**src/adc_seq_pkg.sv**
```systemverilog
// constants shared by the routine sequence controller
package adc_seq_pkg;
   localparam int CHAN_W = 5;
   localparam int DATA_W = 12;
   localparam int SEQ_MAX = 16;
   localparam int SEQ_IDX_W = 4;
   localparam int SMP_W = 3;
   localparam int CONV_HALF_CYCLES = 25;
   localparam logic [2:0] SRC_SOFTWARE = 3'h7;
   localparam logic [4:0] CH_TEMP = 5'h10;
   localparam logic [4:0] CH_VREF = 5'h11;
   localparam logic [4:0] CH_BATT = 5'h12;
   localparam logic [1:0] RES_12 = 2'h0;
   localparam logic [1:0] RES_10 = 2'h1;
   localparam logic [1:0] RES_8 = 2'h2;
   localparam logic [1:0] RES_6 = 2'h3;
   localparam logic [15:0] RESULT_RESET = 16'h0000;
   localparam int CLK_PERIOD_NS = 40;
endpackage : adc_seq_pkg

```
**src/adc_skid_buffer.sv**
```systemverilog
// two-entry buffer between the result path and the dma side
`timescale 1ns/1ps
`default_nettype none
module adc_skid_buffer #(
   parameter int WIDTH = 16
) (
   input wire logic clk_sys,
   input wire logic nrst,
   input wire logic inValid,
   output logic inReady,
   input wire logic [WIDTH-1:0] inData,
   output logic outValid,
   input wire logic outReady,
   output logic [WIDTH-1:0] outData
);
   logic [WIDTH-1:0] slot0_ff, slot1_ff, nxt_slot0, nxt_slot1;
   logic [1:0] count_ff, nxt_count;
   logic pushEn, popEn;
   logic outValid_ff, nxt_outValid;

   assign pushEn = inValid && (count_ff != 2'h2);
   assign popEn = outReady && (count_ff != 2'h0);
   assign inReady = (count_ff != 2'h2);
   assign outValid = outValid_ff;
   assign outData = slot0_ff;

   always_comb
   begin
      nxt_slot0 = slot0_ff;
      nxt_slot1 = slot1_ff;
      nxt_count = count_ff;
      if (popEn)
      begin
         nxt_slot0 = slot1_ff;
      end
      if (pushEn)
      begin
         if ((count_ff == 2'h0) || (count_ff == 2'h1 && popEn))
            nxt_slot0 = inData;
         else
            nxt_slot1 = inData;
      end
      if (pushEn && !popEn)
         nxt_count = count_ff + 2'h1;
      else if (popEn && !pushEn)
         nxt_count = count_ff - 2'h1;
      nxt_outValid = (nxt_count != 2'h0);
   end

   always_ff @(posedge clk_sys)
   begin
      if (!nrst)
      begin
         slot0_ff <= '0;
         slot1_ff <= '0;
         count_ff <= 2'h0;
         outValid_ff <= 1'b0;
      end
      else
      begin
         slot0_ff <= nxt_slot0;
         slot1_ff <= nxt_slot1;
         count_ff <= nxt_count;
         outValid_ff <= nxt_outValid;
      end
   end
endmodule : adc_skid_buffer
`default_nettype wire

```
**src/adc_routine_sequence_control.sv**
```systemverilog
// routine sequence control: chunked mode, threshold monitor, justify, triggers, dma
`timescale 1ns/1ps
`default_nettype none
// Behaviour
// - with chunked mode on, each trigger converts a chunk of at most 8 channels
// - chunk length is the 3-bit field plus one
// - each trigger continues with the next channels until the sequence is done
// - end-of-sequence flag sets only after the whole sequence, not per chunk
// - interrupt on end of sequence or threshold event, each separately enabled
// - end-of-sequence flag clears when software writes zero to it
// - with monitor enabled, results outside the thresholds set the event flag
// - an upper and a lower threshold bound the allowed window
// - thresholds compare against the raw result before justification
// - monitored channels chosen by enable, single-channel bit and channel number
// - single bit set checks only the named channel, else all channels
// - stored result placement follows the justify select bit
// - left justify: 12/10/8-bit in a half-word, 6-bit in a byte
// - each channel has its own 3-bit sample-time selection
// - one channel takes sample time plus 12.5 converter clock cycles; the code rounds each up to whole clocks and adds one store clock
// - hardware trigger starts on the rising edge of the selected input
// - trigger source select maps codes 0 to 7 to the listed sources
// - with dma on, one request after every routine channel conversion
// - temp/ref enable makes channels 16 and 17 convertible
// - clearing temp/ref enable powers the temperature sensor down
// - battery enable makes channel 18 convertible and turns on the divider
module adc_routine_sequence_control #(
   parameter int SEQ_LEN_MAX = adc_seq_pkg::SEQ_MAX
) (
   input wire logic clk_sys,
   input wire logic nrst,
   input wire logic converter_power_on,
   input wire logic scan_mode_enable,
   input wire logic chunked_mode_enable,
   input wire logic [2:0] chunk_length_minus_one,
   input wire logic [3:0] sequenceLengthMinusOne,
   input wire logic [SEQ_LEN_MAX*5-1:0] sequence_list_regs,
   input wire logic [19*3-1:0] sample_time_regs,
   input wire logic external_trigger_enable,
   input wire logic [2:0] trigger_source_select,
   input wire logic software_start_bit,
   input wire logic timer_a_ch0_event,
   input wire logic timer_a_ch1_event,
   input wire logic timer_a_ch2_event,
   input wire logic timer_b_ch1_event,
   input wire logic timer_c_trigger_out,
   input wire logic timer_d_ch0_event,
   input wire logic ext_line_eleven,
   input wire logic routine_monitor_enable,
   input wire logic monitor_single_channel,
   input wire logic [4:0] monitor_channel_number,
   input wire logic [11:0] upper_threshold,
   input wire logic [11:0] lower_threshold,
   input wire logic result_justify_select,
   input wire logic [1:0] resolutionSelect,
   input wire logic [11:0] rawResult,
   input wire logic dmaEnable,
   input wire logic dmaReady,
   input wire logic sequence_done_irq_enable,
   input wire logic threshold_event_irq_enable,
   input wire logic seqDoneClear,
   input wire logic thresholdEventClear,
   input wire logic temp_ref_channel_enable,
   input wire logic battery_channel_enable,
   output logic sequenceDone_ff,
   output logic threshold_event_flag,
   output logic irq_ff,
   output logic [15:0] resultData_ff,
   output logic dmaRequest,
   output logic [15:0] dmaData,
   output logic [4:0] convChannel_ff,
   output logic sampling_ff,
   output logic busy_ff,
   output logic tempSensorPowered_ff,
   output logic batteryDividerOn_ff
);
   typedef enum logic [1:0] {
      ST_IDLE = 2'b00,
      ST_SAMPLE = 2'b01,
      ST_CONVERT = 2'b10,
      ST_STORE = 2'b11
   } state_t;

   state_t state_ff, nxt_state;
   logic [3:0] seqIdx_ff, nxt_seqIdx;
   logic [3:0] chunkLeft_ff, nxt_chunkLeft;
   logic [8:0] cycCnt_ff, nxt_cycCnt;
   logic [4:0] nxt_convChannel;
   logic nxt_sampling, nxt_busy, nxt_sequenceDone, nxt_threshold, nxt_irq;
   logic [15:0] nxt_resultData;
   logic trigSel, trigPrev_ff, trigger;
   logic [4:0] curChan;
   logic [2:0] smpSel;
   logic [8:0] smpHalf;
   logic outOfWindow, monitored, lastInSeq, chanAllowed;
   logic thrFlag_ff;
   logic bufValid, bufReady;
   logic [15:0] justified;

   assign threshold_event_flag = thrFlag_ff;

   // source selection, edge detected
   always_comb
   begin
      case (trigger_source_select)
         3'h0: trigSel = timer_a_ch0_event;
         3'h1: trigSel = timer_a_ch1_event;
         3'h2: trigSel = timer_a_ch2_event;
         3'h3: trigSel = timer_b_ch1_event;
         3'h4: trigSel = timer_c_trigger_out;
         3'h5: trigSel = timer_d_ch0_event;
         3'h6: trigSel = ext_line_eleven;
         default: trigSel = 1'b0;
      endcase
   end

   assign trigger = converter_power_on && (
      (trigger_source_select == adc_seq_pkg::SRC_SOFTWARE && software_start_bit) ||
      (trigger_source_select != adc_seq_pkg::SRC_SOFTWARE && external_trigger_enable
       && trigSel && !trigPrev_ff));

   assign curChan = sequence_list_regs[seqIdx_ff*5 +: 5];
   assign smpSel = (convChannel_ff < 5'd19) ? sample_time_regs[convChannel_ff*3 +: 3] : 3'h0;

   // sample cycles 1.5,7.5,13.5,28.5,41.5,55.5,71.5,239.5 in half cycles
   always_comb
   begin
      case (smpSel)
         3'h0: smpHalf = 9'h003;
         3'h1: smpHalf = 9'h00f;
         3'h2: smpHalf = 9'h01b;
         3'h3: smpHalf = 9'h039;
         3'h4: smpHalf = 9'h053;
         3'h5: smpHalf = 9'h06f;
         3'h6: smpHalf = 9'h08f;
         default: smpHalf = 9'h1df;
      endcase
   end

   assign chanAllowed = (curChan < adc_seq_pkg::CH_TEMP) ||
      (temp_ref_channel_enable && (curChan == adc_seq_pkg::CH_TEMP ||
       curChan == adc_seq_pkg::CH_VREF)) ||
      (battery_channel_enable && curChan == adc_seq_pkg::CH_BATT);
   assign lastInSeq = (seqIdx_ff == sequenceLengthMinusOne);
   assign outOfWindow = (rawResult > upper_threshold) || (rawResult < lower_threshold);
   assign monitored = routine_monitor_enable &&
      (!monitor_single_channel || convChannel_ff == monitor_channel_number);

   always_comb
   begin
      justified = {4'h0, rawResult};
      if (result_justify_select)
      begin
         case (resolutionSelect)
            adc_seq_pkg::RES_12: justified = {rawResult, 4'h0};
            adc_seq_pkg::RES_10: justified = {rawResult[9:0], 6'h00};
            adc_seq_pkg::RES_8: justified = {rawResult[7:0], 8'h00};
            default: justified = {8'h00, rawResult[5:0], 2'h0};
         endcase
      end
   end

   always_comb
   begin
      nxt_state = state_ff;
      nxt_seqIdx = seqIdx_ff;
      nxt_chunkLeft = chunkLeft_ff;
      nxt_cycCnt = cycCnt_ff;
      nxt_convChannel = convChannel_ff;
      nxt_resultData = resultData_ff;
      nxt_sequenceDone = sequenceDone_ff && !seqDoneClear;
      nxt_threshold = thrFlag_ff && !thresholdEventClear;
      case (state_ff)
         ST_IDLE:
         begin
            // a refused internal channel leaves every field untouched
            if (trigger && bufReady && chanAllowed)
            begin
               nxt_state = ST_SAMPLE;
               nxt_convChannel = curChan;
               nxt_cycCnt = 9'h000;
               nxt_chunkLeft = {1'b0, chunk_length_minus_one};
            end
         end
         ST_SAMPLE:
         begin
            nxt_cycCnt = cycCnt_ff + 9'h002;
            if (cycCnt_ff + 9'h002 >= smpHalf)
            begin
               nxt_state = ST_CONVERT;
               nxt_cycCnt = 9'h000;
            end
         end
         ST_CONVERT:
         begin
            nxt_cycCnt = cycCnt_ff + 9'h002;
            if (cycCnt_ff + 9'h002 >= 9'(adc_seq_pkg::CONV_HALF_CYCLES))
               nxt_state = ST_STORE;
         end
         ST_STORE:
         begin
            if (bufReady)
            begin
               nxt_resultData = justified;
               if (monitored && outOfWindow)
                  nxt_threshold = 1'b1;
               nxt_cycCnt = 9'h000;
               if (lastInSeq)
               begin
                  nxt_sequenceDone = 1'b1;
                  nxt_seqIdx = 4'h0;
                  nxt_state = ST_IDLE;
               end
               else
               begin
                  nxt_seqIdx = seqIdx_ff + 4'h1;
                  if ((chunked_mode_enable && chunkLeft_ff == 4'h0) ||
                      (!chunked_mode_enable && !scan_mode_enable))
                     nxt_state = ST_IDLE;
                  else
                  begin
                     nxt_state = ST_SAMPLE;
                     nxt_convChannel = sequence_list_regs[(seqIdx_ff + 4'h1)*5 +: 5];
                  end
                  nxt_chunkLeft = chunkLeft_ff - 4'h1;
               end
            end
         end
         default: nxt_state = ST_IDLE;
      endcase
      nxt_sampling = (nxt_state == ST_SAMPLE);
      nxt_busy = (nxt_state != ST_IDLE);
      nxt_irq = (nxt_sequenceDone && sequence_done_irq_enable) ||
         (nxt_threshold && threshold_event_irq_enable);
   end

   assign bufValid = (state_ff == ST_STORE) && dmaEnable;

   adc_skid_buffer #(
      .WIDTH(16)
   ) u_buf (
      .clk_sys(clk_sys),
      .nrst(nrst),
      .inValid(bufValid),
      .inReady(bufReady),
      .inData(justified),
      .outValid(dmaRequest),
      .outReady(dmaReady),
      .outData(dmaData)
   );

   always_ff @(posedge clk_sys)
   begin
      if (!nrst)
      begin
         state_ff <= ST_IDLE;
         seqIdx_ff <= 4'h0;
         chunkLeft_ff <= 4'h0;
         cycCnt_ff <= 9'h000;
         convChannel_ff <= 5'h00;
         resultData_ff <= adc_seq_pkg::RESULT_RESET;
         sequenceDone_ff <= 1'b0;
         thrFlag_ff <= 1'b0;
         irq_ff <= 1'b0;
         sampling_ff <= 1'b0;
         busy_ff <= 1'b0;
         trigPrev_ff <= 1'b0;
         tempSensorPowered_ff <= 1'b0;
         batteryDividerOn_ff <= 1'b0;
      end
      else
      begin
         state_ff <= nxt_state;
         seqIdx_ff <= nxt_seqIdx;
         chunkLeft_ff <= nxt_chunkLeft;
         cycCnt_ff <= nxt_cycCnt;
         convChannel_ff <= nxt_convChannel;
         resultData_ff <= nxt_resultData;
         sequenceDone_ff <= nxt_sequenceDone;
         thrFlag_ff <= nxt_threshold;
         irq_ff <= nxt_irq;
         sampling_ff <= nxt_sampling;
         busy_ff <= nxt_busy;
         trigPrev_ff <= trigSel;
         tempSensorPowered_ff <= temp_ref_channel_enable;
         batteryDividerOn_ff <= battery_channel_enable;
      end
   end
endmodule : adc_routine_sequence_control
`default_nettype wire

```
**config.mk**
```make
export PLATFORM = sky130hd
export DESIGN_NAME = adc_routine_sequence_control
export DESIGN_NICKNAME = d
export VERILOG_FILES = /design/src/adc_seq_pkg.sv /design/src/adc_skid_buffer.sv /design/src/adc_routine_sequence_control.sv
export SDC_FILE = /design/constraint.sdc
export NUM_CORES = 1
export LEC_CHECK = 0
export ABC_AREA = 1
export BUFFER_PORTS_ARGS = -buffer_cell sky130_fd_sc_hd__buf_2
export CAP_MARGIN = 40
export CORE_ASPECT_RATIO = 0.7
export CORE_MARGIN = 4
export CORE_UTILIZATION = 46
export DETAILED_ROUTE_END_ITERATION = 16
export PLACE_DENSITY = 0.88
export SETUP_SLACK_MARGIN = 0.02
export SYNTH_ARGS = -nofsm -noshare
export SYNTH_HDL_FRONTEND = slang
export SYNTH_HIERARCHICAL = 1
export SYNTH_SLANG_ARGS = --single-unit
```
**constraint.sdc**
```tcl
create_clock -name clk_sys -period 3.13 [get_ports clk_sys]
set_input_delay 0.313 -clock clk_sys [delete_from_list [all_inputs] [get_ports clk_sys]]
set_output_delay 0.313 -clock clk_sys [all_outputs]
set_load 0.03 [all_outputs]
```
==> summary.md, run 1 <==
| Metric | Value |
|---|---|
| Normalized max-slew margin | `between 40% and 50%` |
| Post-synthesis instance area | `between 7000 and 8000 sq um` |
| Unrepaired setup endpoints after global routing | `true` |
| Highest metal layer used by the detailed router | `met5` |
| Yosys Warn Count | `6` |
| Detailed-routed wire length on met3 | `between 2000 and 3000 um` |
| Routability-driven placement congestion ratio | `roughly 0.95` |
| Clock transition time at the flip-flop clock pins of the worst setup and hold paths | `about 0.070 ns` |
| Fraction of final layout cells with drive strength greater than 1 | `approximately a quarter` |
| Synth unique cells | `between 40 and 50` |
| Worst VDD drop | `around 0.00049 V` |
| Per-instance average area after synthesis | `around 6 sq um` |
| Multi-input gate area | `about 4800 sq um` |
| Result of the run | `complete, but fails checks` |
| Clock net sink count | `a little over 80` |
| NetSw | `2020 uW` |
| Largest net degree at the start of global routing | `63` |
| EDFF count, synth | `0` |
| Placed insts | `1635` |
| Required time of the critical path | `3.41 ns` |
| TritonCTS clock tree | `yes` |
| Switching part of the total power | `a little over two fifths` |
| Ports | `260` |
| Static Leak | `approximately 0.005 uW` |
| Core footprint | `around 15000 sq um` |
| Placed wire-length estimate after detailed placement | `between 15000 and 20000 um` |
| Top cell type by total area after synthesis | `sky130_fd_sc_hd__dfxtp_1` |
| Min setup slack post-route | `-0.05385 ns` |
| Clock period minus final worst setup slack | `about 3.2 ns` |
| Share of async-settable or async-resettable flops after synthesis | `0%` |
| Leftover overflow at the end of global routing | `0` |
| #FFs+latches synth | `approximately 80` |
| Vert. Die Dim | `112.3 um` |
| First-pass GRT wire length | `40410 um` |
| Max Root-Sink Buffers | `2` |
| Maximum level of the CTS H-tree | `3` |
| Final worst hold slack | `between 0.15 and 0.2 ns` |
| Seq pwr share | `26.3%` |
| Worst-case clock skew | `about 0.0096 ns` |
| Sum of routed wire length over all layers | `26080 um` |
| Combinational cell fraction of total power | `51.1%` |
| Fin. Hold Viols | `0` |
| Sequential cell area | `1647 sq um` |
| Number of remaining DRC errors | `0` |
| Buffer cell driving the clock tree root | `sky130_fd_sc_hd__clkbuf_16` |
| Count of vias placed by the detailed router | `about 9100` |
| Post-route fraction of the period consumed by the critical path | `101.7%` |
| Number of non-filler instances in the completed layout | `1663` |
| Number of vias per cell | `about 5.5` |
| Number of iterations in the first detailed-routing pass | `5` |
| Final slew viol count | `0` |
| Sequential area share after synthesis | `a little under a quarter` |
| Number of standard-cell rows in the floorplan | `37` |
| Layout net count | `between 1500 and 2000` |
| Top flip-flop cell by instance count after synthesis | `sky130_fd_sc_hd__dfxtp_1` |
| Routed wire length per instance | `around 16 um` |
| Dominant cells by area after synthesis | `sky130_fd_sc_hd__dfxtp_1, sky130_fd_sc_hd__nand2_1, sky130_fd_sc_hd__nor2_1` |
| CP Class | `register to register` |
| Count of port buffers added during placement | `259` |
| FILL cells | `1441` |
| Number of buffers created by CTS | `9` |
| Total die area | `17630 sq um` |
| Power per unit of standard cell area | `~510 nW/um^2` |
| Synthesized net count | `about 1500` |
| Max-cap check violation count | `0` |
| Fmax achieved | `~0.31 GHz` |
| Most frequent cells in the layout | `sky130_fd_sc_hd__nand2_1, sky130_fd_sc_hd__buf_2, sky130_fd_sc_hd__nor2_1, sky130_fd_sc_hd__inv_1, sky130_fd_sc_hd__nand3_1` |
| Clock group share of total power | `a little under a quarter` |
| Setup violation total in the final timing report | `4` |
| Length of routed met2 wiring | `between 10000 and 15000 um` |
| Effective utilization at floorplan | `between 40% and 50%` |
| Actual slew at the worst max-slew pin | `around 0.8 ns` |
| Clock latency of the later-clocked register in the worst-skew pair | `between 0.3 and 0.4 ns` |
| Most common cell after layout, fill and taps aside | `sky130_fd_sc_hd__nand2_1` |
| Area delta synth->final | `28.72%` |
| Initial antenna violation count | `3` |
| CP Data Arrival Time | `between 3 and 4 ns` |
| Type of the tightest min-delay check | `primary input to register` |
| Vias in the first global route | `just over 8000` |
| Wire length on met1 | `roughly 11000 um` |
| Violations in the final reports | `negative setup slack` |
| Endpoint class of the critical path | `register` |
| Horizontal die dimension | `between 150 and 200 um` |
| Kind of launch point of the worst setup path | `register` |
| Share of Yosys cell area claimed by the top area cell type | `a little under a quarter` |
| Total routing usage reported by global routing | `between 20 and 30%` |
| 1st-iter DRT viols | `about 1000` |
| Synth Instances | `about 1200` |
| Number of hold buffers added after CTS | `0` |
| Peak fanout along the critical path | `7` |
| DRT antenna net count | `0` |
| Pint | `roughly 2700 uW` |
synth_stat cells, types with 10 or more instances:
| master | number |
|---|---|
| sky130_fd_sc_hd__a22oi_1 | 21 |
| sky130_fd_sc_hd__o21ai_1 | 17 |
| sky130_fd_sc_hd__clkbuf_1 | 26 |
| sky130_fd_sc_hd__o211ai_1 | 15 |
| sky130_fd_sc_hd__a21oi_1 | 64 |
| sky130_fd_sc_hd__o21ai_0 | 96 |
| sky130_fd_sc_hd__nand4_1 | 13 |
| sky130_fd_sc_hd__buf_2 | 10 |
| sky130_fd_sc_hd__ha_1 | 43 |
| sky130_fd_sc_hd__nand2_1 | 294 |
| sky130_fd_sc_hd__buf_4 | 10 |
| sky130_fd_sc_hd__nand3_1 | 111 |
| sky130_fd_sc_hd__dfxtp_1 | 82 |
| sky130_fd_sc_hd__inv_1 | 146 |
| sky130_fd_sc_hd__nor2_1 | 173 |
state kept, by name (all words and copies together), names as in the netlist, 2 cells and up:
signal and flops:
resultData_ff 16, u_buf/outData 16, convChannel_ff 5, u_buf/slot1_ff 16, u_buf/count_ff 2, state_ff 2, chunkLeft_ff 4, cycCnt_ff 8
seqIdx_ff 4
final cells by class:
type,count,share of cell area (%)
antenna,2,0.05439
clock buffer,9,2.448
clock inverter,7,0.8839
inverter,156,6.459
multi-input combinational,916,51.75
sequential,82,17.90
tap,195,2.652
timing repair buffer,296,17.85
power by group through the flow:
stage	Clock (uW)	Combinational [uW]	Sequential (uW)
after floorplan	0	1270	1310
after detailed placement	0	1980	1260
final	1070	2420	1240
after global placement	0	1940	1250
after global routing	1130	2670	1260
after CTS	1090	2050	1240
per-layer routing:
layer,up-vias,GRT usage (%)
li1,4465,-
met1,4100,39.38
met2,474,41.97
met3,42,6.204
met4,2,7.572
met5,-,0
critical path, cell delays in order (launching register included):
cell,delay [ns]
sky130_fd_sc_hd__dfxtp_4,0.40
sky130_fd_sc_hd__clkinvlp_4,0.18
sky130_fd_sc_hd__buf_4,0.18
sky130_fd_sc_hd__nor2_1,0.07
sky130_fd_sc_hd__o2111ai_1,0.13
sky130_fd_sc_hd__nand3_1,0.09
sky130_fd_sc_hd__nand3_1,0.10
sky130_fd_sc_hd__nand2_2,0.12
sky130_fd_sc_hd__nand2_1,0.13
sky130_fd_sc_hd__nand3_2,0.11
sky130_fd_sc_hd__inv_1,0.06
sky130_fd_sc_hd__a21oi_2,0.10
sky130_fd_sc_hd__ha_1,0.26
sky130_fd_sc_hd__a21oi_2,0.14
sky130_fd_sc_hd__o21ai_1,0.07
sky130_fd_sc_hd__a31oi_1,0.20
sky130_fd_sc_hd__o21ai_2,0.10
sky130_fd_sc_hd__o21ai_2,0.21
sky130_fd_sc_hd__buf_6,0.14
sky130_fd_sc_hd__nand3_1,0.06
sky130_fd_sc_hd__nand3_1,0.08
sky130_fd_sc_hd__nand2_1,0.08
sky130_fd_sc_hd__nor2_2,0.10
final timing paths:
check | start | endpoint | slack [ns] | depth (start not counted)
worst min-delay path | sequence_done_irq_enable | irq_ff | 0.18 | 3
worst max-delay path | convChannel_ff[0] | cycCnt_ff[1] | -0.05 | 22
worst max register to register | convChannel_ff[0] | cycCnt_ff[1] | -0.05 | 22
worst min register to register | resultData_ff[1] | resultData_ff[1] | 0.48 | 2
through the flow:
step	setup slack (ns)	area, sq um	setup TNS, ns	power (uW)	util (%)
floorplan	0.02647	7157	0	2582	-
global placement	0.03279	8630	0	3189	57.71
detailed placement	-0.04798	8630	-0.2790	3240	57.71
CTS	0.03198	8985	0	4377	60.09
global route	-0.2998	9201	-2.934	5059	61.53
finish	-0.05385	9201	-0.09907	4729	61.53
what timing repair did:
| action | 4_1_cts | 5_1_grt |
|---|---|---|
| buffers inserted | 5 | 4 |
| pin swaps | 2 | 18 |
| resized for setup | 8 | 46 |
| gates cloned | 0 | 1 |
| endpoints found under the setup margin | 11 | 12 |
| endpoints found under the hold margin | 0 | 0 |
cells by family (layout without fill, tap and decap cells):
family / after synthesis / count (layout) / share of synthesized area [%]
simple gates: 621 / 621 / 36.72
compound gates: 240 / 240 / 18.94
buf+inv: 213 / 468 / 12.38
flops: 82 / 82 / 22.97
fa+ha+maj: 43 / 43 / 7.527
xor+xnor: 12 / 12 / 1.470
other cells: 0 / 2 / 0
Power figures use the tool's default switching activity.
==> run 2: changes to the inputs <==
--- a/config.mk
+++ b/config.mk
@@ -16,5 +16,4 @@
 export SETUP_SLACK_MARGIN = 0.02
 export SYNTH_ARGS = -nofsm -noshare
 export SYNTH_HDL_FRONTEND = slang
-export SYNTH_HIERARCHICAL = 1
 export SYNTH_SLANG_ARGS = --single-unit
==> summary.md, run 2 <==
| Metric | Value |
|---|---|
| Layout net count | `1641 (was 1719)` |
| Required time of the critical path | `3.39 ns (was 3.41 ns)` |
| Max-cap check violation count | `0 (unchanged)` |
| Number of remaining DRC errors | `0 (unchanged)` |
| Vert. Die Dim | `110.8 um (was 112.3 um)` |
| Fmax achieved | `0.3523 GHz (was 0.3141 GHz)` |
| Max incr delay on CP | `0.54 ns (was 0.40 ns)` |
| Clock transition time at the flip-flop clock pins of the worst setup and hold paths | `0.07 ns (about the same)` |
| Most frequent cells in the layout | `sky130_fd_sc_hd__buf_2, sky130_fd_sc_hd__nand2_1, sky130_fd_sc_hd__inv_1, sky130_fd_sc_hd__o21ai_0, sky130_fd_sc_hd__nor2_1 (was sky130_fd_sc_hd__nand2_1, sky130_fd_sc_hd__buf_2, sky130_fd_sc_hd__nor2_1, sky130_fd_sc_hd__inv_1, sky130_fd_sc_hd__nand3_1)` |
| Max Root-Sink Buffers | `2 (unchanged)` |
| Actual slew at the worst max-slew pin | `0.6218 ns (was 0.8113 ns)` |
| Worst setup startpoint | `seqIdx_ff[1] (was convChannel_ff[0])` |
| Top Family by Delay on Critical Path | `simple AND/OR/NAND/NOR gates (was compound AO/OA/AOI/OAI gates)` |
| EDFF count, synth | `0 (unchanged)` |
| CP Data Arrival Time | `3.09 ns (was 3.46 ns)` |
| #FFs+latches synth | `82 (unchanged)` |
| Vias in the first global route | `7733 (was 8257)` |
| Buffer cell driving the clock tree root | `sky130_fd_sc_hd__clkbuf_16 (unchanged)` |
| Fraction of final layout cells with drive strength greater than 1 | `24.37% (was 25.58%)` |
| Sum of routed wire length over all layers | `23540 um (was 26080 um)` |
| Number of diodes added for antenna fixing | `0 (was 2)` |
| Cells along the critical path | `nand2_2 > inv_2 > nand2_1 > nand4_1 > nand3_1 > nand2_1 > nand2_1 > nand3_1 > nand2_1 > nand2_2 > nand2_2 > nand2_1 > nand2_1 > a21oi_2 (was clkinvlp_4 > buf_4 > nor2_1 > o2111ai_1 > nand3_1 > nand3_1 > nand2_2 > nand2_1 > nand3_2 > inv_1 > a21oi_2 > ha_1 > a21oi_2 > o21ai_1 > a31oi_1 > o21ai_2 > o21ai_2 > buf_6 > nand3_1 > nand3_1 > nand2_1 > nor2_2)` |
| Area delta synth->final | `27.51% (was 28.72%)` |
| Count of port buffers added during placement | `259 (unchanged)` |
| CP Class | `register to register (unchanged)` |
| Type of the tightest min-delay check | `primary input to register (unchanged)` |
| Per-instance average area after synthesis | `6.083 sq um (was 5.903 sq um)` |
| First-pass GRT wire length | `37490 um (was 40410 um)` |
| Highest metal layer used by the detailed router | `met4 (was met5)` |
| Routed wire length per instance | `14.88 um (was 15.68 um)` |
| Synth unique cells | `48 (was 43)` |
| Synth Instances | `1141 (was 1211)` |
| Count of vias placed by the detailed router | `8658 (was 9083)` |
| Maximum level of the CTS H-tree | `3 (unchanged)` |
| Total die area | `17150 sq um (was 17630 sq um)` |
| Hold path start | `temp_ref_channel_enable (was sequence_done_irq_enable)` |
| Sequential area share after synthesis | `23.65% (was 22.97%)` |
| Routability-driven placement congestion ratio | `0.9739 (was 0.9466)` |
| Start of the worst register-to-register path | `seqIdx_ff[1] (was convChannel_ff[0])` |
| Wire length on met1 | `10520 um (was 11410 um)` |
| 1st-iter DRT viols | `880 (was 1037)` |
| Top cell type by total area after synthesis | `sky130_fd_sc_hd__dfxtp_1 (unchanged)` |
| Setup violation total in the final timing report | `0 (was 4)` |
| Clock net sink count | `82 (unchanged)` |
| Worst-case clock skew | `0.01036 ns (was 0.009604 ns)` |
| Result of the run | `complete, no violations (was complete, but fails checks)` |
| Dominant cells by area after synthesis | `sky130_fd_sc_hd__dfxtp_1, sky130_fd_sc_hd__nand2_1, sky130_fd_sc_hd__o21ai_0 (was sky130_fd_sc_hd__dfxtp_1, sky130_fd_sc_hd__nand2_1, sky130_fd_sc_hd__nor2_1)` |
| Final worst hold slack | `0.1891 ns (was 0.1790 ns)` |
| Share of Yosys cell area claimed by the top area cell type | `23.65% (was 22.97%)` |
| Post-synthesis instance area | `6940 sq um (was 7148 sq um)` |
| Leftover overflow at the end of global routing | `0 (unchanged)` |
| DRT antenna net count | `0 (unchanged)` |
| Normalized max-slew margin | `58.39% (was 45.85%)` |
| Total routing usage reported by global routing | `25.70% (was 27.63%)` |
| Top flip-flop cell by instance count after synthesis | `sky130_fd_sc_hd__dfxtp_1 (unchanged)` |
| Unrepaired setup endpoints after global routing | `false (was true)` |
| Post-route fraction of the period consumed by the critical path | `90.69% (was 101.7%)` |
| Multi-input gate area | `4466 sq um (was 4762 sq um)` |
| Most common cell after layout, fill and taps aside | `sky130_fd_sc_hd__buf_2 (was sky130_fd_sc_hd__nand2_1)` |
| Number of buffer and inverter instances along the worst setup path | `1 (was 4)` |
| Endpoint class of the critical path | `register (unchanged)` |
| Share of async-settable or async-resettable flops after synthesis | `0% (unchanged)` |
| Effective utilization at floorplan | `47.14% (was 47.80%)` |
| Critical path's most frequent cell | `sky130_fd_sc_hd__nand2_1 (was sky130_fd_sc_hd__nand3_1)` |
| Yosys Warn Count | `0 (was 6)` |
| Clock period minus final worst setup slack | `2.839 ns (was 3.184 ns)` |
| Final slew viol count | `0 (unchanged)` |
| Number of iterations in the first detailed-routing pass | `6 (was 5)` |
| Peak fanout along the critical path | `16 (was 7)` |
| Top cell types by occurrence after synthesis | `sky130_fd_sc_hd__nand2_1, sky130_fd_sc_hd__inv_1, sky130_fd_sc_hd__o21ai_0 (was sky130_fd_sc_hd__nand2_1, sky130_fd_sc_hd__nor2_1, sky130_fd_sc_hd__inv_1)` |
| Total negative slack | `0 ns (was -0.09907 ns)` |
| Number of buffers created by CTS | `9 (unchanged)` |
| Initial antenna violation count | `0 (was 3)` |
| CP max-delay cell | `sky130_fd_sc_hd__dfxtp_1 (was sky130_fd_sc_hd__dfxtp_4)` |
| Synthesized net count | `1399 (was 1469)` |
| Largest net degree at the start of global routing | `49 (was 63)` |
| Detailed-routed wire length on met3 | `2472 um (was 2703 um)` |
| Number of standard-cell rows in the floorplan | `37 (unchanged)` |
| Sequential cell area | `1644 sq um (was 1647 sq um)` |
| Clock latency of the later-clocked register in the worst-skew pair | `0.33 ns (was 0.35 ns)` |
| Ports | `260 (unchanged)` |
| Core footprint | `14720 sq um (was 14950 sq um)` |
| TritonCTS clock tree | `yes (unchanged)` |
| Worst VDD drop | `0.0002627 V (was 0.0004877 V)` |
| Placed wire-length estimate after detailed placement | `18440 um (was 19840 um)` |
| FILL cells | `1364 (was 1441)` |
| Kind of launch point of the worst setup path | `register (unchanged)` |
| Static Leak | `0.004598 uW (was 0.005000 uW)` |
| Fin. Hold Viols | `0 (unchanged)` |
| Power per unit of standard cell area | `395.5 nW/um^2 (was 514.0 nW/um^2)` |
| Horizontal die dimension | `154.8 um (was 157.0 um)` |
| Number of vias per cell | `5.473 (was 5.462)` |
| Length of routed met2 wiring | `10150 um (was 11420 um)` |
| Leading cell type by number of instances after synthesis | `sky130_fd_sc_hd__nand2_1 (unchanged)` |
| Number of hold buffers added after CTS | `0 (unchanged)` |
## run 2: cell count changes after synthesis, moves of 4 or more
cell / change
sky130_fd_sc_hd__a21oi_1: +35
sky130_fd_sc_hd__a22oi_1: -15
sky130_fd_sc_hd__buf_1: -4
sky130_fd_sc_hd__clkbuf_1: +8
sky130_fd_sc_hd__nand2_1: -41
sky130_fd_sc_hd__nand3_1: -14
sky130_fd_sc_hd__nor2_1: -70
sky130_fd_sc_hd__nor3_1: +8
sky130_fd_sc_hd__o2111ai_1: +11
sky130_fd_sc_hd__o21ai_0: +17
sky130_fd_sc_hd__o21ai_1: -13
sky130_fd_sc_hd__o22ai_1: +6
## run 2: worst paths after layout
kind / to / slack (ns) / cells after the start
worst min-delay path: tempSensorPowered_ff / 0.19 / 3
worst min register to register: u_buf.outData[0] / 0.49 / 2
worst max register to register: cycCnt_ff[8] / 0.29 / 14
worst max-delay path: cycCnt_ff[8] / 0.29 / 14
## run 2: layout make-up
class,count,area share [%]
Sequential cell,82,18.58
Tap cell,195,2.757
Timing Repair Buffer,290,17.73
Clock inverter,6,1.301
Multi-Input combinational cell,845,50.46
Clock buffer,9,2.545
Inverter,155,6.631
## run 2: report_power, final
group,switching [uW],internal [uW],leakage [uW],total [uW]
Combinational,704,461,0.00377,1160
Clock,443,780,0.000162,1220
Sequential,32.4,1080,0.000664,1110
Total,1180,2320,0.00460,3500
## run 2: kinds of logic after synthesis
logic type | after synthesis | share of synthesized area, %
compound gates | 295 | 24.32
xor+xnor | 12 | 1.514
fa+ha+maj | 43 | 7.752
buf+inv | 214 | 12.66
flops | 82 | 23.65
mux | 1 | 0.1622
simple gates | 494 | 29.94
## run 2: metal layers
metal	global-route usage, %	up-vias
li1	-	4291
met1	36.91	3854
met2	39.13	472
met3	6.165	41
met4	5.412	0
met5	0	-
## run 2: per-stage QoR
stage | setup WS (ns) | std cells | power (uW) | util, % | instance area (sq um)
after floorplan | 0.08135 | 1141 | 1840 | - | 6940
after global placement | 0.1769 | 1565 | 2208 | 57.29 | 8434
after detailed placement | 0.1197 | 1566 | 2231 | 57.39 | 8449
after CTS | 0.07587 | 1581 | 3453 | 59.71 | 8790
after global routing | 0.003431 | 1582 | 3702 | 60.11 | 8850
final | 0.2913 | 1582 | 3500 | 60.11 | 8850
## run 2: repair_timing
action                     CTS  global route
buffers inserted             0             1
gates resized for setup      0            21
setup endpoints to repair    0            12
## run 2: worst min-delay path, cell delays in order
cell	delay, ns
sky130_fd_sc_hd__buf_2	0.09
sky130_fd_sc_hd__nand2_1	0.05
sky130_fd_sc_hd__inv_1	0.04
==> run 3: changes to the inputs <==
--- a/config.mk
+++ b/config.mk
@@ -10,10 +10,11 @@
 export CAP_MARGIN = 40
 export CORE_ASPECT_RATIO = 0.7
 export CORE_MARGIN = 4
-export CORE_UTILIZATION = 46
+export CORE_UTILIZATION = 50
 export DETAILED_ROUTE_END_ITERATION = 16
-export PLACE_DENSITY = 0.88
+export PLACE_DENSITY = 0.91
 export SETUP_SLACK_MARGIN = 0.02
 export SYNTH_ARGS = -nofsm -noshare
 export SYNTH_HDL_FRONTEND = slang
+export SYNTH_HIERARCHICAL = 1
 export SYNTH_SLANG_ARGS = --single-unit
==> constraint.sdc (replaced) <==
create_clock -name clk_sys -period 2.9 [get_ports clk_sys]
set_input_delay 0.29 -clock clk_sys [delete_from_list [all_inputs] [get_ports clk_sys]]
set_output_delay 0.29 -clock clk_sys [all_outputs]
set_load 0.03 [all_outputs]
==> summary.md, run 3 (synthesis results as in run 1) <==
| Metric | Value |
|---|---|
| Max Root-Sink Buffers | `2 (unchanged)` |
| CP Data Arrival Time | `3.42 ns (was 3.09 ns)` |
| Fraction of final layout cells with drive strength greater than 1 | `26.54% (was 24.37%)` |
| Number of buffers created by CTS | `9 (unchanged)` |
| Buffer cell driving the clock tree root | `sky130_fd_sc_hd__clkbuf_16 (unchanged)` |
| Count of port buffers added during placement | `259 (unchanged)` |
| Capturing point of the worst reg2reg path | `cycCnt_ff[8] (unchanged)` |
| Total die area | `16300 sq um (was 17150 sq um)` |
| Number of vias per cell | `5.478 (was 5.473)` |
| Type of the tightest min-delay check | `primary input to register (unchanged)` |
| Fmax achieved | `0.3170 GHz (was 0.3523 GHz)` |
| Fin. Hold Viols | `0 (unchanged)` |
| Effective utilization at floorplan | `51.19% (was 47.14%)` |
| Initial antenna violation count | `0 (unchanged)` |
| Maximum level of the CTS H-tree | `3 (unchanged)` |
| Post-route fraction of the period consumed by the critical path | `108.8% (was 90.69%)` |
| Normalized max-slew margin | `43.64% (was 58.39%)` |
| Endpoint class of the critical path | `register (unchanged)` |
| Routed wire length per instance | `15.32 um (was 14.88 um)` |
| Setup violation total in the final timing report | `12 (was 0)` |
| Final instance area | `9308 sq um (was 8850 sq um)` |
| Number of standard-cell rows in the floorplan | `36 (was 37)` |
| Total routing usage reported by global routing | `29.86% (was 25.70%)` |
| Worst VDD drop | `0.0004608 V (was 0.0002627 V)` |
| Count of vias placed by the detailed router | `9153 (was 8658)` |
| Peak fanout along the critical path | `7 (was 16)` |
| 1st-iter DRT viols | `846 (was 880)` |
| Clock period minus final worst setup slack | `3.154 ns (was 2.839 ns)` |
| Min-Delay Endpoint | `irq_ff (was tempSensorPowered_ff)` |
| Result of the run | `complete, but fails checks (was complete, no violations)` |
| Kind of launch point of the worst setup path | `register (unchanged)` |
| Power per unit of standard cell area | `561.7 nW/um^2 (was 395.5 nW/um^2)` |
| Horizontal die dimension | `150.9 um (was 154.8 um)` |
| Leftover overflow at the end of global routing | `0 (unchanged)` |
| Actual slew at the worst max-slew pin | `0.8444 ns (was 0.6218 ns)` |
| Max incr delay on CP | `0.44 ns (was 0.54 ns)` |
| Core footprint | `13960 sq um (was 14720 sq um)` |
| Most common cell after layout, fill and taps aside | `sky130_fd_sc_hd__nand2_1 (was sky130_fd_sc_hd__buf_2)` |
| Violations in the final reports | `negative setup slack` |
| Clock transition time at the flip-flop clock pins of the worst setup and hold paths | `0.07 ns (about the same)` |
| Ports | `260 (unchanged)` |
| First-pass GRT wire length | `39690 um (was 37490 um)` |
| Vias in the first global route | `8132 (was 7733)` |
| Required time of the critical path | `3.16 ns (was 3.39 ns)` |
| Layout net count | `1734 (was 1641)` |
| Start of the worst register-to-register path | `convChannel_ff[0] (was seqIdx_ff[1])` |
| Depth of the worst register-to-register path | `21 (was 14)` |
| Routability-driven placement congestion ratio | `0.9457 (was 0.9739)` |
| Worst-case clock skew | `0.009132 ns (was 0.01036 ns)` |
| Worst-case register-to-register setup slack | `-0.25 ns (was 0.29 ns)` |
| Number of iterations in the first detailed-routing pass | `5 (was 6)` |
| Placed Instance Area | `8748 sq um (was 8449 sq um)` |
| Area delta synth->final | `30.21% (was 27.51%)` |
| Unrepaired setup endpoints after global routing | `true (was false)` |
| Static Leak | `0.005061 uW (was 0.004598 uW)` |
| CP Class | `register to register (unchanged)` |
| Number of remaining DRC errors | `0 (unchanged)` |
| Worst setup startpoint | `convChannel_ff[0] (was seqIdx_ff[1])` |
| Placed wire-length estimate after detailed placement | `19580 um (was 18440 um)` |
| FILL cells | `1252 (was 1364)` |
| Total negative slack | `-2.036 ns (was 0 ns)` |
| Largest net degree at the start of global routing | `60 (was 49)` |
| Final slew viol count | `0 (unchanged)` |
| Clock latency of the later-clocked register in the worst-skew pair | `0.34 ns (was 0.33 ns)` |
| Vert. Die Dim | `108.0 um (was 110.8 um)` |
| DRT antenna net count | `0 (unchanged)` |
| Max-cap check violation count | `0 (unchanged)` |
| CP max-delay cell | `sky130_fd_sc_hd__dfxtp_4 (was sky130_fd_sc_hd__dfxtp_1)` |
| Hold path start | `sequence_done_irq_enable (was temp_ref_channel_enable)` |
| Number of cells on the worst hold path | `3 (unchanged)` |
| TritonCTS clock tree | `yes (unchanged)` |
| Most frequent cells in the layout | `sky130_fd_sc_hd__nand2_1, sky130_fd_sc_hd__buf_2, sky130_fd_sc_hd__nor2_1, sky130_fd_sc_hd__inv_1, sky130_fd_sc_hd__nand3_1 (was sky130_fd_sc_hd__buf_2, sky130_fd_sc_hd__nand2_1, sky130_fd_sc_hd__inv_1, sky130_fd_sc_hd__o21ai_0, sky130_fd_sc_hd__nor2_1)` |
| Min setup slack post-route | `-0.2543 ns (was 0.2913 ns)` |
| Sum of routed wire length over all layers | `25600 um (was 23540 um)` |
| Number of diodes added for antenna fixing | `0 (unchanged)` |
| Clock net sink count | `82 (unchanged)` |
| Cells along the critical path | `buf_6 > buf_6 > o21ai_2 > o2111ai_1 > nand3_1 > nand3_1 > nand2_2 > nand2_2 > nand3_2 > inv_2 > a21oi_2 > ha_1 > a21oi_2 > o21ai_1 > a31oi_1 > o21ai_2 > o21ai_2 > inv_2 > nor2_1 > nand3_1 > a21oi_2 (was nand2_2 > inv_2 > nand2_1 > nand4_1 > nand3_1 > nand2_1 > nand2_1 > nand3_1 > nand2_1 > nand2_2 > nand2_2 > nand2_1 > nand2_1 > a21oi_2)` |
==> run 3: final cells by class <==
type,count,area [sq um],area share (%)
clock buffers,9,225.2,2.420
well taps,190,237.7,2.554
repair buffers,310,1753,18.83
inverters,156,594.3,6.385
clock inverters,7,81.33,0.8738
flip-flops and latches,82,1650,17.73
repair inverters,1,7.507,0.08066
multi-input cells,916,4758,51.12
==> run 3: power by group <==
group          leakage (uW)  switching [uW]  internal, uW
combinational       0.00425            1580          1150
clock              0.000150             543           614
sequential         0.000666             111          1240
total               0.00506            2230          3000
==> run 3: repair_timing <==
action                                  4_1_cts  5_1_grt
resized for setup                            30       17
setup buffers                                11        1
cloned                                        1        0
endpoints found under the setup margin       12       12
pin swaps                                    12        5
hold buffers                                  0        0
==> run 3: how the worst max path moves through the flow <==
stage / to / slack (ns) / depth (start not counted)
after floorplan: cycCnt_ff[8] / 0.03 / 24
after global placement: busy_ff / -0.19 / 24
after detailed placement: busy_ff / -0.33 / 24
after CTS: cycCnt_ff[4] / -0.14 / 24
after global routing: cycCnt_ff[8] / -0.50 / 23
final: cycCnt_ff[8] / -0.25 / 21
==> run 3: routing by layer <==
| layer | vias to the layer above | GRT usage [%] | routed length, um |
|---|---|---|---|
| li1 | 4475 | - | - |
| met1 | 4088 | 41.58 | 10850 |
| met2 | 525 | 46.70 | 11240 |
| met3 | 65 | 6.410 | 2969 |
| met4 | 0 | 8.344 | 551 |
| met5 | - | 0 | 0 |
==> run 3: stage by stage <==
step,hold WS [ns],setup slack [ns],power (uW),utilization (%),cells
floorplan,0.3835,0.02737,2839,-,1211
global placement,0.4597,-0.1950,3538,62.65,1642
detailed placement,0.4649,-0.3315,3609,62.65,1642
CTS,0.1367,-0.1374,5039,66.14,1670
global route,0.1642,-0.4976,5571,66.66,1671
finish,0.1463,-0.2543,5228,66.66,1671
==> run 3: worst max-delay path: cells and delay by family (launching register included) <==
kind                       cells  cell delay, ns
buffers and inverters          4            0.47
AOI/OAI and AO/OA              9            1.13
adders and majority gates      1            0.30
and+or+nand+nor                7            0.75
DFF                            1            0.44
